$ cat config.mk
export PLATFORM = sky130hd
export DESIGN_NAME = lra_resonance_drive_ctrl
export DESIGN_NICKNAME = d
export VERILOG_FILES = /design/src/lra_drive_pkg.sv /design/src/lra_resonance_drive_ctrl.sv
export VERILOG_INCLUDE_DIRS = /design/src
export SDC_FILE = /design/constraint.sdc
export NUM_CORES = 1
export LEC_CHECK = 0
export BUFFER_PORTS_ARGS = -buffer_cell sky130_fd_sc_hd__clkbuf_2
export CORE_MARGIN = 2
export CORE_UTILIZATION = 65
export DETAILED_ROUTE_END_ITERATION = 7
export GPL_TIMING_DRIVEN = 0
export PLACE_DENSITY = 0.82
export SLEW_MARGIN = 10
export SYNTH_ARGS = -nofsm -noshare
export SYNTH_HDL_FRONTEND = slang
export SYNTH_SLANG_ARGS = --single-unit
$ cat constraint.sdc
create_clock -name clk -period 12.17 [get_ports clk]
set_input_delay 1.8255 -clock clk [delete_from_list [all_inputs] [get_ports clk]]
set_output_delay 1.8255 -clock clk [all_outputs]
set_load 0.01 [all_outputs]
$ cat src/lra_drive_consts.svh
/*
  Constants of the resonance drive controller: register offsets, field
  positions, reset values and timing figures.
  Assumes a 5 ns system clock; times are kept in picoseconds.
*/
`ifndef LRA_DRIVE_CONSTS_SVH
`define LRA_DRIVE_CONSTS_SVH

// register offsets
`define LRA_OFS_MODE 8'h01
`define LRA_OFS_RTP 8'h02
`define LRA_OFS_GO 8'h0c
`define LRA_OFS_FBCTL 8'h1a
`define LRA_OFS_DRVTIME 8'h1b
`define LRA_OFS_OLCTL 8'h1f
`define LRA_OFS_OLPER 8'h20
`define LRA_OFS_PERIOD 8'h22

// field positions
`define LRA_TYPE_BIT 7
`define LRA_OLEN_BIT 5
`define LRA_OLCNT_LSB 2
`define LRA_ZC_LSB 0

// reset values
`define LRA_MODE_RST 8'h00
`define LRA_RTP_RST 8'h00
`define LRA_FBCTL_RST 8'h00
`define LRA_DRVTIME_RST 8'h13
`define LRA_OLCTL_RST 8'h00
`define LRA_OLPER_RST 8'h33
`define LRA_PERIOD_RST 8'h00

// fewest unsynchronised cycles, added to the limit field
`define LRA_OLCNT_BASE 3'h3

// timing, picoseconds
`define LRA_CLK_PS 5000
`define LRA_T_GO_PS 700000000
`define LRA_T_EN_PS 1170000000
`define LRA_T_OLUNIT_PS 98490000
`define LRA_T_DRVSTEP_PS 100000000
`define LRA_T_ZCSTEP_PS 100000000

// cycle counts derived from the times above
`define LRA_GO_CYC ((`LRA_T_GO_PS + `LRA_CLK_PS - 1) / `LRA_CLK_PS)
`define LRA_EN_CYC ((`LRA_T_EN_PS + `LRA_CLK_PS - 1) / `LRA_CLK_PS)
`define LRA_OLUNIT_CYC (`LRA_T_OLUNIT_PS / `LRA_CLK_PS)
`define LRA_DRVSTEP_CYC (`LRA_T_DRVSTEP_PS / `LRA_CLK_PS)
`define LRA_ZCSTEP_CYC (`LRA_T_ZCSTEP_PS / `LRA_CLK_PS)

`endif

$ cat src/lra_drive_pkg.sv
/*
  Types of the resonance drive controller: interface modes and the
  states of the drive and serial machines.
  Assumes the constants header is included by the design file.
*/
package lra_drive_pkg;
  // interface mode field
  typedef enum logic [2:0] {
    LRA_MODE_INT = 3'h0,
    LRA_MODE_EXT = 3'h1,
    LRA_MODE_PWM = 3'h3,
    LRA_MODE_RTP = 3'h5
  } lra_mode_t;
  // drive machine
  typedef enum {LRA_IDLE, LRA_START, LRA_TRACK, LRA_FALLBACK, LRA_OPENLOOP} lra_drv_state_t;
  // serial slave machine
  typedef enum {I2C_IDLE, I2C_ADDR, I2C_ACKA, I2C_PTR, I2C_ACKP, I2C_WDATA, I2C_ACKW,
    I2C_RDATA, I2C_RACK} lra_i2c_state_t;
endpackage : lra_drive_pkg

$ cat src/lra_resonance_drive_ctrl.sv
/*
  Resonance drive controller: I2C register slave, actuator type select,
  back-EMF resonance tracker, open-loop fallback and start-up latency.
  Assumes scl/sda, trigger and comparator inputs are asynchronous pins,
  reset_n comes from the device enable, sda is open drain outside.
*/
// What this block does
// type bit picks eccentric or resonant drive
// lock at first crossing, re-track every cycle
// tracker needs no calibration at all
// resonance period readable, updated live
// invalid back-EMF drops to default-rate open loop while the enable bit is clear
// valid back-EMF returns tracker to control
// fallback half period is drive minus zero-cross
// enable bit gives open loop without resync
// open loop after limit consecutive sync failures
// open-loop period is field times unit time
// enabled open loop drops overdrive and braking
// drive starts 0.7 ms after go or trigger
// pwm/analog drive starts 1.17 ms after enable
// effects start by go bit or trigger edge
// real-time mode drives host amplitude directly
// host clocks serial bus at most 400 kHz
// failure count clears on sync or new start
`timescale 1ns/1ps
`include "lra_drive_consts.svh"

module lra_resonance_drive_ctrl #(
  parameter logic [6:0] DEV_ADDR = 7'h2c, // arbitrary bus address
  parameter int GO_CYC = `LRA_GO_CYC,
  parameter int EN_CYC = `LRA_EN_CYC,
  parameter int OLUNIT_CYC = `LRA_OLUNIT_CYC,
  parameter int DRVSTEP_CYC = `LRA_DRVSTEP_CYC,
  parameter int ZCSTEP_CYC = `LRA_ZCSTEP_CYC
) (
  // clock and reset
  input wire logic clk,
  input wire logic reset_n,
  // serial register bus
  input wire logic sclIn,
  input wire logic sdaIn,
  output logic sdaOut,
  output logic sdaOe,
  // hardware trigger pin
  input wire logic pwmTriggerInput,
  // actuator feedback comparators
  input wire logic zeroCrossIn,
  input wire logic bemfValidIn,
  // drive outputs
  output logic driveActive,
  output logic drivePolarity,
  output logic [7:0] driveAmplitude,
  output logic overdriveEnable,
  output logic brakeEnable,
  output logic openLoopActive,
  output logic lraSynced
);
  import lra_drive_pkg::*;

  localparam logic [23:0] GO_C = 24'(GO_CYC);
  localparam logic [23:0] EN_C = 24'(EN_CYC);
  localparam logic [23:0] UNIT_C = 24'(OLUNIT_CYC);
  localparam logic [23:0] DSTEP_C = 24'(DRVSTEP_CYC);
  localparam logic [23:0] ZSTEP_C = 24'(ZCSTEP_CYC);

  // input synchronisers: stage 1 feeds stage 2 only
  logic [4:0] syncA_r; // scl, sda, trig, zc, valid
  logic [4:0] syncB_r;
  logic [3:0] prev_r; // delayed copies of scl, sda, trig, zc

  // synchronise all pins, then keep one delayed copy for edges
  always_ff @(posedge clk or negedge reset_n) begin
    if (!reset_n) begin
      syncA_r <= 5'h1b;
      syncB_r <= 5'h1b;
      prev_r <= 4'hd;
    end else begin
      syncA_r <= {sclIn, sdaIn, pwmTriggerInput, zeroCrossIn, bemfValidIn};
      syncB_r <= syncA_r;
      prev_r <= syncB_r[4:1];
    end
  end

  logic sclS, sdaS, trigS, zcS, validS;
  assign sclS = syncB_r[4];
  assign sdaS = syncB_r[3];
  assign trigS = syncB_r[2];
  assign zcS = syncB_r[1];
  assign validS = syncB_r[0];

  logic busStart, busStop, sclRise, sclFall, trigEdge, zcEdge;
  assign busStart = sclS && prev_r[3] && prev_r[2] && !sdaS;
  assign busStop = sclS && prev_r[3] && !prev_r[2] && sdaS;
  assign sclRise = sclS && !prev_r[3];
  assign sclFall = !sclS && prev_r[3];
  assign trigEdge = trigS && !prev_r[1]; // rising edge only
  assign zcEdge = zcS != prev_r[0]; // every comparator flip is a crossing

  // register file
  logic [7:0] mode_r, mode_nxt; // interface mode
  logic [7:0] rtp_r, rtp_nxt; // real-time amplitude
  logic go_r, go_nxt; // go bit
  logic [7:0] fbCtl_r, fbCtl_nxt; // actuator feedback control
  logic [7:0] drvTime_r, drvTime_nxt; // drive time setting
  logic [7:0] olCtl_r, olCtl_nxt; // open-loop control
  logic [6:0] olPer_r, olPer_nxt; // open-loop period field
  logic [7:0] period_r, period_nxt; // measured resonance period

  // serial slave state
  lra_i2c_state_t iSt_r, iSt_nxt;
  logic [3:0] bit_r, bit_nxt; // bits seen in this byte
  logic [7:0] sh_r, sh_nxt; // shift register
  logic [7:0] ptr_r, ptr_nxt; // register pointer, auto-incremented
  logic rw_r, rw_nxt; // 1 = read transfer
  logic oe_r, oe_nxt; // pull sda low
  logic wrEn; // one-cycle register write
  logic [7:0] rdByte; // register selected by the pointer

  // read mux; unmapped offsets read zero
  always_comb begin
    case (ptr_r)
      `LRA_OFS_MODE: rdByte = mode_r;
      `LRA_OFS_RTP: rdByte = rtp_r;
      `LRA_OFS_GO: rdByte = {7'h00, go_r};
      `LRA_OFS_FBCTL: rdByte = fbCtl_r;
      `LRA_OFS_DRVTIME: rdByte = drvTime_r;
      `LRA_OFS_OLCTL: rdByte = olCtl_r;
      `LRA_OFS_OLPER: rdByte = {1'b0, olPer_r};
      `LRA_OFS_PERIOD: rdByte = period_r;
      default: rdByte = 8'h00;
    endcase
  end

  // serial slave: sample on scl rise, change sda on scl fall
  always_comb begin
    iSt_nxt = iSt_r;
    bit_nxt = bit_r;
    sh_nxt = sh_r;
    ptr_nxt = ptr_r;
    rw_nxt = rw_r;
    oe_nxt = oe_r;
    wrEn = 1'b0;
    if (busStop) begin
      iSt_nxt = I2C_IDLE;
      oe_nxt = 1'b0;
    end else if (busStart) begin
      iSt_nxt = I2C_ADDR; // also a repeated start; pointer kept
      bit_nxt = 4'h0;
      oe_nxt = 1'b0;
    end else if (sclRise) begin
      case (iSt_r)
        I2C_ADDR, I2C_PTR, I2C_WDATA: begin
          sh_nxt = {sh_r[6:0], sdaS};
          bit_nxt = bit_r + 4'h1;
        end
        I2C_RDATA: bit_nxt = bit_r + 4'h1;
        I2C_RACK: begin
          if (sdaS) begin
            iSt_nxt = I2C_IDLE; // master ends the read
          end else begin
            ptr_nxt = ptr_r + 8'h01;
          end
        end
        default: ;
      endcase
    end else if (sclFall) begin
      case (iSt_r)
        I2C_ADDR: begin
          if (bit_r == 4'h8 && sh_r[7:1] == DEV_ADDR) begin
            rw_nxt = sh_r[0];
            oe_nxt = 1'b1;
            iSt_nxt = I2C_ACKA;
          end else if (bit_r == 4'h8) begin
            iSt_nxt = I2C_IDLE; // another device is addressed
          end
        end
        I2C_ACKA: begin
          bit_nxt = 4'h0;
          if (rw_r) begin
            sh_nxt = rdByte;
            oe_nxt = !rdByte[7];
            iSt_nxt = I2C_RDATA;
          end else begin
            oe_nxt = 1'b0;
            iSt_nxt = I2C_PTR;
          end
        end
        I2C_PTR: begin
          if (bit_r == 4'h8) begin
            ptr_nxt = sh_r;
            oe_nxt = 1'b1;
            iSt_nxt = I2C_ACKP;
          end
        end
        I2C_ACKP, I2C_ACKW: begin
          if (iSt_r == I2C_ACKW) begin
            ptr_nxt = ptr_r + 8'h01;
          end
          oe_nxt = 1'b0;
          bit_nxt = 4'h0;
          iSt_nxt = I2C_WDATA;
        end
        I2C_WDATA: begin
          if (bit_r == 4'h8) begin
            wrEn = 1'b1;
            oe_nxt = 1'b1;
            iSt_nxt = I2C_ACKW;
          end
        end
        I2C_RDATA: begin
          if (bit_r == 4'h8) begin
            oe_nxt = 1'b0; // let the master acknowledge
            iSt_nxt = I2C_RACK;
          end else begin
            sh_nxt = {sh_r[6:0], 1'b0};
            oe_nxt = !sh_r[6];
          end
        end
        I2C_RACK: begin
          sh_nxt = rdByte;
          oe_nxt = !rdByte[7];
          bit_nxt = 4'h0;
          iSt_nxt = I2C_RDATA;
        end
        default: ;
      endcase
    end
  end

  // serial slave registers
  always_ff @(posedge clk or negedge reset_n) begin
    if (!reset_n) begin
      iSt_r <= I2C_IDLE;
      bit_r <= 4'h0;
      sh_r <= 8'h00;
      ptr_r <= 8'h00;
      rw_r <= 1'b0;
      oe_r <= 1'b0;
    end else begin
      iSt_r <= iSt_nxt;
      bit_r <= bit_nxt;
      sh_r <= sh_nxt;
      ptr_r <= ptr_nxt;
      rw_r <= rw_nxt;
      oe_r <= oe_nxt;
    end
  end

  assign sdaOut = 1'b0; // open drain: only ever pulls low
  assign sdaOe = oe_r;
  // drive state
  lra_drv_state_t st_r, st_nxt;
  logic [23:0] cnt_r, cnt_nxt; // half-cycle timer or latency counter
  logic [23:0] unit_r, unit_nxt; // prescaler for the period unit
  logic [7:0] ticks_r, ticks_nxt; // period units since last crossing
  logic [2:0] fail_r, fail_nxt; // consecutive unsynchronised cycles
  logic [23:0] en_r, en_nxt; // time since enable
  logic pol_r, pol_nxt;
  logic sync_r, sync_nxt;

  // derived settings
  logic isLra, olEn, play, enReady;
  logic [2:0] failLim;
  logic [23:0] fbHalf, olHalf, driveT, zcT;
  assign isLra = fbCtl_r[`LRA_TYPE_BIT];
  assign olEn = olCtl_r[`LRA_OLEN_BIT];
  assign failLim = {1'b0, olCtl_r[`LRA_OLCNT_LSB +: 2]} + `LRA_OLCNT_BASE;
  assign driveT = (24'(drvTime_r[4:0]) + 24'h1) * DSTEP_C;
  assign zcT = (24'(olCtl_r[`LRA_ZC_LSB +: 2]) + 24'h1) * ZSTEP_C;
  assign fbHalf = (driveT > zcT) ? driveT - zcT : DSTEP_C;
  assign olHalf = 24'((32'(olPer_r) * 32'(UNIT_C)) >> 1);
  assign enReady = en_r >= EN_C;
  // pwm/analog waits out the enable latency; others need go or rtp
  assign play = (mode_r[2:0] == LRA_MODE_RTP) ||
    (mode_r[2:0] == LRA_MODE_PWM && enReady) ||
    ((mode_r[2:0] == LRA_MODE_INT || mode_r[2:0] == LRA_MODE_EXT) && go_r);

  // register writes and the drive machine; hardware sets win
  always_comb begin
    mode_nxt = mode_r;
    rtp_nxt = rtp_r;
    go_nxt = go_r;
    fbCtl_nxt = fbCtl_r;
    drvTime_nxt = drvTime_r;
    olCtl_nxt = olCtl_r;
    olPer_nxt = olPer_r;
    period_nxt = period_r;
    st_nxt = st_r;
    cnt_nxt = cnt_r;
    unit_nxt = unit_r;
    ticks_nxt = ticks_r;
    fail_nxt = fail_r;
    pol_nxt = pol_r;
    sync_nxt = sync_r;
    en_nxt = enReady ? en_r : en_r + 24'h1;
    if (wrEn) begin
      case (ptr_r)
        `LRA_OFS_MODE: mode_nxt = sh_r;
        `LRA_OFS_RTP: rtp_nxt = sh_r;
        `LRA_OFS_GO: go_nxt = sh_r[0];
        `LRA_OFS_FBCTL: fbCtl_nxt = sh_r;
        `LRA_OFS_DRVTIME: drvTime_nxt = sh_r;
        `LRA_OFS_OLCTL: olCtl_nxt = sh_r;
        `LRA_OFS_OLPER: olPer_nxt = sh_r[6:0];
        default: ; // read-only or unmapped: ignored
      endcase
    end
    if (trigEdge && mode_r[2:0] == LRA_MODE_EXT) begin
      go_nxt = 1'b1;
    end
    // period unit prescaler, counts in every state
    unit_nxt = (unit_r >= UNIT_C - 24'h1) ? 24'h0 : unit_r + 24'h1;
    if (unit_r >= UNIT_C - 24'h1 && ticks_r != 8'hff) begin
      ticks_nxt = ticks_r + 8'h1;
    end
    cnt_nxt = cnt_r + 24'h1;
    case (st_r)
      LRA_IDLE: begin
        cnt_nxt = 24'h0;
        sync_nxt = 1'b0;
        if (play) begin
          fail_nxt = 3'h0;
          // pwm mode already waited after enable
          st_nxt = (mode_r[2:0] == LRA_MODE_PWM) ? LRA_TRACK : LRA_START;
        end
      end
      LRA_START: begin
        if (cnt_r >= GO_C - 24'h1) begin
          cnt_nxt = 24'h0;
          ticks_nxt = 8'h0;
          st_nxt = LRA_TRACK;
        end
      end
      LRA_TRACK: begin
        // the tracker runs straight from back-EMF, no calibration
        if (!isLra) begin
          pol_nxt = 1'b0; // eccentric mass: one direction
        end else if (zcEdge && validS) begin
          // commutate at every crossing: locks after half a cycle
          pol_nxt = !pol_r;
          cnt_nxt = 24'h0;
          fail_nxt = 3'h0;
          sync_nxt = 1'b1;
          period_nxt = ticks_r[7] ? 8'hff : {ticks_r[6:0], 1'b0};
          ticks_nxt = 8'h0;
          unit_nxt = 24'h1; // the crossing edge is the first cycle of the new unit
        end else if (!validS && !olEn) begin
          st_nxt = LRA_FALLBACK;
          cnt_nxt = 24'h0;
          sync_nxt = 1'b0;
        end else if (cnt_r >= {fbHalf[22:0], 1'b0}) begin
          // a full fallback cycle passed without a crossing
          pol_nxt = !pol_r;
          cnt_nxt = 24'h0;
          sync_nxt = 1'b0;
          if (!olEn) begin
            st_nxt = LRA_FALLBACK;
          end else if (fail_r + 3'h1 >= failLim) begin
            st_nxt = LRA_OPENLOOP;
          end else begin
            fail_nxt = fail_r + 3'h1;
          end
        end
      end
      LRA_FALLBACK: begin
        if (zcEdge && validS) begin
          st_nxt = LRA_TRACK;
          pol_nxt = !pol_r;
          cnt_nxt = 24'h0;
          ticks_nxt = 8'h0;
          fail_nxt = 3'h0;
          sync_nxt = 1'b1;
        end else if (cnt_r >= fbHalf - 24'h1) begin
          pol_nxt = !pol_r; // default-rate drive
          cnt_nxt = 24'h0;
        end
      end
      LRA_OPENLOOP: begin
        // crossings are ignored here: no resynchronisation
        if (cnt_r >= olHalf - 24'h1) begin
          pol_nxt = !pol_r;
          cnt_nxt = 24'h0;
        end
      end
      default: st_nxt = LRA_IDLE;
    endcase
    if (!play) begin
      st_nxt = LRA_IDLE; // stop wins over any state
      sync_nxt = 1'b0; // no sync flag lingers into idle
    end
  end

  // register file and drive machine registers
  always_ff @(posedge clk or negedge reset_n) begin
    if (!reset_n) begin
      mode_r <= `LRA_MODE_RST;
      rtp_r <= `LRA_RTP_RST;
      go_r <= 1'b0;
      fbCtl_r <= `LRA_FBCTL_RST;
      drvTime_r <= `LRA_DRVTIME_RST;
      olCtl_r <= `LRA_OLCTL_RST;
      olPer_r <= 7'(`LRA_OLPER_RST);
      period_r <= `LRA_PERIOD_RST;
      st_r <= LRA_IDLE;
      cnt_r <= 24'h0;
      unit_r <= 24'h0;
      ticks_r <= 8'h0;
      fail_r <= 3'h0;
      pol_r <= 1'b0;
      sync_r <= 1'b0;
      en_r <= 24'h0;
    end else begin
      mode_r <= mode_nxt;
      rtp_r <= rtp_nxt;
      go_r <= go_nxt;
      fbCtl_r <= fbCtl_nxt;
      drvTime_r <= drvTime_nxt;
      olCtl_r <= olCtl_nxt;
      olPer_r <= olPer_nxt;
      period_r <= period_nxt;
      st_r <= st_nxt;
      cnt_r <= cnt_nxt;
      unit_r <= unit_nxt;
      ticks_r <= ticks_nxt;
      fail_r <= fail_nxt;
      pol_r <= pol_nxt;
      sync_r <= sync_nxt;
      en_r <= en_nxt;
    end
  end

  logic running;
  assign running = st_r == LRA_TRACK || st_r == LRA_FALLBACK || st_r == LRA_OPENLOOP;

  // outputs straight from state
  assign driveActive = running;
  assign drivePolarity = pol_r;
  // host amplitude bypasses the effect engine in real-time mode
  assign driveAmplitude = !running ? 8'h00 :
    (mode_r[2:0] == LRA_MODE_RTP) ? rtp_r : 8'hff;
  assign overdriveEnable = running && st_r != LRA_OPENLOOP;
  assign brakeEnable = running && st_r != LRA_OPENLOOP;
  assign openLoopActive = st_r == LRA_OPENLOOP || st_r == LRA_FALLBACK;
  assign lraSynced = sync_r;
endmodule : lra_resonance_drive_ctrl

==> results of run 1 <==
-- logic make-up (layout without fill, tap and decap cells) --
logic type,count (synthesis),after routing,synth area share
and+or+nand+nor,518,518,0.178
muxes,46,46,0.0353
buffers and inverters,161,216,0.0432
other,1,10,0.000260
AOI/OAI and AO/OA,329,329,0.150
DFF,184,184,0.321
adders and majority gates,212,212,0.199
xor gates and xnor gates,115,115,0.0722
-- stage by stage --
step	util	std cells	area, um2	setup WS [ns]
2_1_floorplan	-	1575	14400	4.50
3_3_place_gp	0.683	1876	14900	3.11
3_5_place_dp	0.685	1878	14900	2.96
4_1_cts	0.713	1910	15600	2.93
5_1_grt	0.713	1910	15600	2.28
6_report	0.713	1910	15600	2.89
-- sequential cells by signal, summed over array words and instances, names as in the netlist, 3 cells and up --
| name | count |
|---|---|
| unit_r | 24 |
| olCtl_r | 8 |
| sh_r | 8 |
| syncA_r | 5 |
| olPer_r | 7 |
| rtp_r | 8 |
| ptr_r | 8 |
| fail_r | 3 |
| syncB_r | 5 |
| en_r | 24 |
| fbCtl_r | 8 |
| cnt_r | 24 |
| bit_r | 4 |
| st_r | 3 |
| prev_r | 4 |
| ticks_r | 8 |
| drvTime_r | 8 |
| mode_r | 8 |
| iSt_r | 4 |
| period_r | 8 |
-- metal layers --
layer / routed length, um / up-vias / part of all wire / global-route usage
li1: - / 5655 / - / -
met1: 14200 / 5669 / 0.43 / 0.381
met2: 16000 / 402 / 0.48 / 0.483
met3: 1890 / 85 / 0.057 / 0.0420
met4: 966 / 0 / 0.029 / 0.106
met5: 0 / - / 0 / 0
-- worst reg2reg max path: cells and delay by family, from the launching register on --
kind                       cells  cell delay, ns
buffers and inverters          5            0.87
adders and majority gates      8            2.78
and+or+nand+nor               13            2.93
xor gates and xnor gates       3            0.56
AOI/OAI and AO/OA              7            1.42
DFF                            1            0.61
-- layout by cell type (no fill, tap or decap), drive strengths merged, types with 7 or more instances in the layout --
master / instances
xnor2: 54
and3: 19
nor3: 40
fa: 30
mux2i: 7
mux2: 39
and4: 8
inv: 120
a222oi: 13
and2: 10
clkbuf: 73
nor2: 145
xor2: 61
a21oi: 79
nor4: 14
nand3: 45
o21a: 21
or3: 9
a31oi: 24
o31ai: 9
dfstp: 18
nand2b: 13
or4: 10
dfrtp: 166
a211oi: 11
nand2: 141
nor2b: 13
nand4: 20
a21boi: 7
a21o: 28
buf: 17
o22a: 8
conb: 10
o21ai: 76
ha: 181
or2: 12
-- where the power goes --
group	total, mW	internal (mW)	switching (mW)
combinational	0.0900	0.0298	0.0603
sequential	0.654	0.633	0.0208
clock	0.572	0.286	0.285
total	1.32	0.949	0.366
-- how the worst max path moves through the flow --
stage,startpoint,end,slack (ns),cells past startpoint
floorplan,drvTime_r[1],cnt_r[10],4.50,36
detailed placement,drvTime_r[1],cnt_r[3],2.96,36
global route,drvTime_r[1],cnt_r[22],2.28,36
CTS,drvTime_r[1],cnt_r[3],2.93,36
finish,drvTime_r[1],cnt_r[3],2.89,36
global placement,drvTime_r[1],cnt_r[16],3.11,36
-- final cells by class --
cell class | instances | area, um2
inverter | 112 | 420
sequential | 184 | 4630
buffer | 49 | 203
tap | 280 | 350
multi-input combinational | 1230 | 9200
fill | 1607 | 6270
timing repair buffer | 23 | 146
clock inverter | 14 | 170
clock buffer | 18 | 439
==> impl_metrics.env, run 1 <==
export IMPL_cp_start_kind="register"
export IMPL_fin_setup_tns_ns=0
export IMPL_ys_top_cells_by_area="dfrtp_1 (29%), ha_1 (16%), fa_1 (4.2%)"
export IMPL_start_util=0.660
export IMPL_ir_drop_uv=115
export IMPL_htreeDepth=4
export IMPL_clk_pin_slew_ns=0.08
export IMPL_grt_pass1_wl_um=55900
export IMPL_numClockSinks=184
export IMPL_ctsRootBufferMaster="clkbuf_16"
export IMPL_slew_headroom=0.391
export IMPL_holdWs_ns=0.353
export IMPL_drtIter0Drc=853
export IMPL_routed_via_density=6.18
export IMPL_syn_avg_cell_area_um2=9.20
export IMPL_antenna_cells=0
export IMPL_antenna_found_initial=0
export IMPL_ant_nets=0
export IMPL_ctsResizeCount=0
export IMPL_min_path_type="register to register"
export IMPL_grt_max_degree=101
export IMPL_hpwl_um=24500
export IMPL_min_period_over_period=0.762
export IMPL_yosys_warnings=0
export IMPL_syn_instance_count=1566
export IMPL_r2r_worst_path_cells=36
export IMPL_fmax_mhz=108
export IMPL_drtPass1Iterations=8
export IMPL_power_density_nw_per_um2=84.6
export IMPL_async_reset_ff_frac=1.00
export IMPL_leakage_nw=7.43
export IMPL_synth_edff_count=0
export IMPL_yosys_area_top_type_share=0.288
export IMPL_fin_nets=1835
export IMPL_synth_top_area_cell="dfrtp_1"
export IMPL_clk_latency_ns=0.45
export IMPL_cts_buffers=17
export IMPL_grt_usage=0.288
export IMPL_route_vias_total=11800
export IMPL_grt_ovfl_total=0
export IMPL_placementRows=54
export IMPL_dieArea_um2=23400
export IMPL_cts_tree="yes"
export IMPL_wirelength_um=33000
export IMPL_end_kind="register"
export IMPL_r2r_start="drvTime_r[1]"
export IMPL_min_from="syncA_r[2]"
export IMPL_critPathArrivalTime_ns=9.61
export IMPL_worstPathMaxFanout=10
export IMPL_slowest_delay_ns=0.64
export IMPL_ys_types=88
export IMPL_synth_seq_cells=184
export IMPL_cp_num_buf_inv=5
export IMPL_synth_seq_area_share=0.321
export IMPL_slew_violations=0
export IMPL_critPathMostFrequentCell="ha_1"
export IMPL_die_h_um=153
export IMPL_grt_pass1_vias=11700
export IMPL_cp_top_family="simple AND/OR/NAND/NOR gates"
export IMPL_violations="DRC"
export IMPL_synthFlopType="dfrtp_1"
export IMPL_r2r_end="cnt_r[3]"
export IMPL_design_core_area_um2=21800
export IMPL_status="finished with violations"
export IMPL_drc=7
export IMPL_drive_above_1_share=0.0926
export IMPL_synth_most_common_cell="ha_1"
export IMPL_post_cts_setup_buffer_count=0
export IMPL_clk_path_buf_depth=2
export IMPL_gp_congestion=0.942
export IMPL_hold_depth=0
export IMPL_path_class="register to register"
export IMPL_avgRoutedWirePerCell_um=17.3
export IMPL_min_to="syncB_r[2]"
export IMPL_synthTopCellsByCount="ha_1 (181), dfrtp_1 (166), nor2_1 (145), nand2_1 (141), inv_1 (110)"
export IMPL_area_growth_pct=7.94
export IMPL_fp_dieW_um=153
export IMPL_reg2reg_slack_ns=2.89
export IMPL_crit_slowest_cell="nor4b_2"
export IMPL_fin_worst_skew_ns=0.0188
export IMPL_netlist_area_um2=14400
export IMPL_io_buffers=21
export IMPL_drv_cap=0
export IMPL_required_ns=12.50
export IMPL_io_pins=23
export IMPL_min_period_ns=9.28
export IMPL_total_power_mw=1.32
export IMPL_hold_viol_final=0
export IMPL_setup_viol=0
export IMPL_rsz0062_at_grt="false"
export IMPL_tightest_slew_ns=0.905
export IMPL_cts_hold_fix_buffers=0
No activity file was read; power rests on OpenSTA's default activity.
==> run 2: changes to the inputs <==
clock period = 9.5 ns   (was 12.17 ns; I/O delays follow)
==> impl_metrics.env, run 2 (synthesis results as in run 1) <==
export IMPL_top_regs="cnt_r: 24 flops, en_r: 24 flops, unit_r: 24 flops"
export IMPL_hpwl_um=24500
export IMPL_grt_usage=0.288
export IMPL_multi_input_area_um2=9220
export IMPL_critPathMostFrequentCell="ha_1"
export IMPL_grt_ovfl_total=0
export IMPL_cp_top_family="adder cells"
export IMPL_ir_drop_uv=147
export IMPL_worstPathMaxFanout=10
export IMPL_drv_cap=0
export IMPL_dp_cells=1878
export IMPL_leakage_nw=7.45
export IMPL_antenna_found_initial=0
export IMPL_drtPass1Iterations=8
export IMPL_end_kind="register"
export IMPL_final_cell_mix="ha_1 (181), dfrtp_1 (166), nor2_1 (145)"
export IMPL_crit_slowest_cell="dfstp_2"
export IMPL_wirelength_um=33000
export IMPL_ant_nets=0
export IMPL_final_common_cell="ha_1"
export IMPL_gp_congestion=0.942
export IMPL_cts_buffers=17
export IMPL_fin_setup_tns_ns=0
export IMPL_regArea_um2=4630
export IMPL_clk_path_buf_depth=2
export IMPL_fmax_mhz=112
export IMPL_drive_above_1_share=0.0933
export IMPL_drc=9
export IMPL_io_buffers=21
export IMPL_grt_max_degree=101
export IMPL_htreeDepth=4
export IMPL_violations="DRC"
export IMPL_route_vias_total=11800
export IMPL_slew_violations=0
export IMPL_cp_start_kind="register"
export IMPL_status="finished with violations"
export IMPL_cp_num_buf_inv=5
export IMPL_hold_viol_final=0
export IMPL_min_period_ns=8.92
export IMPL_design_core_area_um2=21800
export IMPL_numClockSinks=184
export IMPL_antenna_cells=0
export IMPL_cts_hold_fix_buffers=0
export IMPL_routed_via_density=6.17
export IMPL_fin_worst_skew_ns=0.0212
export IMPL_tightest_slew_ns=0.898
export IMPL_grt_pass1_wl_um=55900
export IMPL_dieArea_um2=23400
export IMPL_clk_latency_ns=0.45
export IMPL_min_path_type="register to register"
export IMPL_path_class="register to register"
export IMPL_fp_dieW_um=153
export IMPL_power_density_nw_per_um2=108
export IMPL_critPathArrivalTime_ns=9.26
export IMPL_rsz0062_at_grt="false"
export IMPL_grt_pass1_vias=11700
export IMPL_required_ns=9.83
export IMPL_min_period_over_period=0.939
export IMPL_placementRows=54
export IMPL_finalNonFillerCells=1910
export IMPL_avgRoutedWirePerCell_um=17.3
export IMPL_slew_headroom=0.399
export IMPL_drtIter0Drc=941
export IMPL_ctsRootBufferMaster="clkbuf_16"
export IMPL_cts_tree="yes"
export IMPL_die_h_um=153
export IMPL_slowest_delay_ns=0.61
export IMPL_io_pins=23
export IMPL_fin_nets=1835
export IMPL_area_growth_pct=8.04
export IMPL_clk_pin_slew_ns=0.09
export IMPL_nFillCells=1606
export IMPL_setup_viol=0
export IMPL_start_util=0.660
run 2: per-stage QoR:
stage          utilization  hold slack (ns)  setup slack [ns]  area (um2)  power, mW
5_1_grt              0.714            0.358            0.0149       15600       1.74
4_1_cts              0.713            0.354             0.259       15600       1.69
3_5_place_dp         0.685            0.337             0.292       14900      0.965
3_3_place_gp         0.683            0.335             0.437       14900      0.959
6_report             0.714            0.353             0.576       15600       1.69
2_1_floorplan            -            0.331              1.83       14400      0.919
run 2: layout make-up:
type | count | share of cell area
Multi-Input combinational cell | 1230 | 0.592
Sequential cell | 184 | 0.297
Clock buffer | 18 | 0.0282
Inverter | 112 | 0.0270
Tap cell | 280 | 0.0225
Buffer | 49 | 0.0130
Clock inverter | 14 | 0.0109
Timing Repair Buffer | 23 | 0.00940
run 2: worst paths after layout:
check | depth (start not counted) | slack, ns | start | to
setup / recovery | 36 | 0.58 | drvTime_r[1] | cnt_r[23]
hold / removal | 0 | 0.35 | syncA_r[2] | syncB_r[2]
setup reg to reg | 36 | 0.58 | drvTime_r[1] | cnt_r[23]
hold reg to reg | 0 | 0.35 | syncA_r[2] | syncB_r[2]
max in group asynchronous | 2 | 7.47 | reset_n | olPer_r[0]
min in group asynchronous | 1 | 1.04 | reset_n | cnt_r[13]
run 2: power by group:
| part | total (mW) | switching (mW) | leakage [nW] | internal, mW |
|---|---|---|---|---|
| Sequential | 0.838 | 0.0268 | 2.45 | 0.811 |
| Combinational | 0.116 | 0.0775 | 4.70 | 0.0381 |
| Clock | 0.732 | 0.365 | 0.300 | 0.367 |
run 2: worst register-to-register path, delay by kind of cell (launching register included):
kind,cells,cell delay [ns]
compound gates,7,1.28
buf+inv,5,0.84
xor+xnor,3,0.56
flops,1,0.61
fa+ha+maj,8,2.79
simple gates,13,2.74
run 2: routing by layer:
layer | track usage | part of all wire
met1 | 0.381 | 0.43
met5 | 0 | 0
met4 | 0.106 | 0.028
met3 | 0.0420 | 0.054
met2 | 0.483 | 0.49
run 2: timing repair:
action / 4_1_cts / 5_1_grt
resized for setup: 0 / 2
endpoints found under the setup margin: 0 / 24
buffers inserted: 0 / 0
==> run 3: changes to the inputs <==
SLEW_MARGIN = default   (was 10)
clock period = 9.6 ns   (was 9.5 ns; I/O delays follow)
==> impl_metrics.env, run 3 (synthesis results as in run 1) <==
export IMPL_grt_usage=0.286
export IMPL_slew_headroom=0.348
export IMPL_routed_via_density=6.11
export IMPL_rsz0062_at_grt="false"
export IMPL_min_period_ns=8.97
export IMPL_post_cts_setup_buffer_count=0
export IMPL_grt_ovfl_total=0
export IMPL_worstPathMaxFanout=10
export IMPL_area_growth_pct=7.99
export IMPL_dieArea_um2=23400
export IMPL_start_util=0.660
export IMPL_io_pins=23
export IMPL_slew_violations=0
export IMPL_cts_buffers=17
export IMPL_io_buffers=21
export IMPL_end_kind="register"
export IMPL_grt_pass1_wl_um=55700
export IMPL_drv_cap=0
export IMPL_final_common_cell="ha_1"
export IMPL_slowest_delay_ns=0.63
export IMPL_drc=0
export IMPL_drtPass1Iterations=8
export IMPL_total_power_mw=1.66
export IMPL_fin_worst_skew_ns=0.0180
export IMPL_grt_max_degree=121
export IMPL_top_regs="cnt_r: 24 flops, en_r: 24 flops, unit_r: 24 flops"
export IMPL_required_ns=9.92
export IMPL_power_density_nw_per_um2=107
export IMPL_gp_congestion=0.942
export IMPL_clk_pin_slew_ns=0.08
export IMPL_critPathArrivalTime_ns=9.29
export IMPL_fmax_mhz=111
export IMPL_min_period_over_period=0.935
export IMPL_placementRows=54
export IMPL_ant_nets=0
export IMPL_fin_setup_tns_ns=0
export IMPL_fin_nets=1834
export IMPL_leakage_nw=7.44
export IMPL_antenna_cells=0
export IMPL_cts_tree="yes"
export IMPL_setup_viol=0
export IMPL_htreeDepth=4
export IMPL_avgRoutedWirePerCell_um=17.3
export IMPL_crit_slowest_cell="dfstp_2"
export IMPL_design_area_um2=15600
export IMPL_final_cell_mix="ha_1 (181), dfrtp_1 (166), nor2_1 (145)"
export IMPL_ctsRootBufferMaster="clkbuf_16"
export IMPL_wirelength_um=33000
export IMPL_drtIter0Drc=855
export IMPL_clk_path_buf_depth=2
export IMPL_tightest_slew_ns=0.976
export IMPL_clk_latency_ns=0.44
export IMPL_nFillCells=1635
export IMPL_design_core_area_um2=21800
export IMPL_min_path_type="register to register"
export IMPL_cts_hold_fix_buffers=0
export IMPL_ir_drop_uv=118
export IMPL_worst_slack_ns=0.625
export IMPL_grt_pass1_vias=11800
export IMPL_dpl_worst_slack_ns=0.456
export IMPL_ctsResizeCount=0
export IMPL_drive_above_1_share=0.0927
export IMPL_hpwl_um=24400
export IMPL_placed_area_um2=14900
export IMPL_route_vias_total=11700
export IMPL_numClockSinks=184
export IMPL_critPathMostFrequentCell="ha_1"
export IMPL_cp_start_kind="register"
export IMPL_status="completed"
export IMPL_die_h_um=153
export IMPL_path_class="register to register"
export IMPL_fp_dieW_um=153
export IMPL_antenna_found_initial=0
export IMPL_hold_viol_final=0
run 3: report_power, final:
group          total [mW]  switching (mW)  internal, mW  leakage, nW
logic               0.113          0.0756        0.0377         4.70
clock network       0.716           0.354         0.362        0.298
registers           0.829          0.0262         0.803         2.45
total                1.66           0.456          1.20         7.44
run 3: metrics by stage:
step,utilization,hold slack (ns),cells
2_1_floorplan,-,0.331,1575
5_1_grt,0.713,0.358,1909
4_1_cts,0.713,0.353,1909
6_report,0.713,0.353,1909
3_3_place_gp,0.683,0.335,1876
3_5_place_dp,0.685,0.337,1877
run 3: final timing paths:
| check | startpoint | end | slack [ns] | cells after the start |
|---|---|---|---|---|
| min in group asynchronous | reset_n | cnt_r[13] | 0.98 | 1 |
| worst max register to register | drvTime_r[1] | cnt_r[23] | 0.63 | 36 |
| worst min-delay path | syncA_r[2] | syncB_r[2] | 0.35 | 0 |
| worst min register to register | syncA_r[2] | syncB_r[2] | 0.35 | 0 |
| max in group asynchronous | reset_n | en_r[5] | 7.63 | 2 |
| worst max-delay path | drvTime_r[1] | cnt_r[23] | 0.63 | 36 |
run 3: critical path: cells and delay by family (launching register included):
kind / cells / cell delay, ns
flip-flops: 1 / 0.63
adder cells (fa/ha/maj): 8 / 2.81
AND/OR/NAND/NOR: 13 / 2.73
XOR/XNOR: 3 / 0.55
buffers and inverters: 5 / 0.82
AO/OA/AOI/OAI: 7 / 1.27
run 3: metal layers:
metal	GRT usage	wire, um
met1	0.376	14400
met4	0.0974	741
met3	0.0422	1660
met2	0.487	16200
met5	0	0
run 3: area by class of cell:
type | count | area [um2] | share of cell area
multi-input combinational | 1230 | 9220 | 0.592
inverter | 112 | 420 | 0.0270
clock inverter | 14 | 168 | 0.0108
sequential | 184 | 4630 | 0.297
clock buffer | 18 | 439 | 0.0282
buffer | 49 | 203 | 0.0130
timing repair buffer | 22 | 141 | 0.00908
tap | 280 | 350 | 0.0225
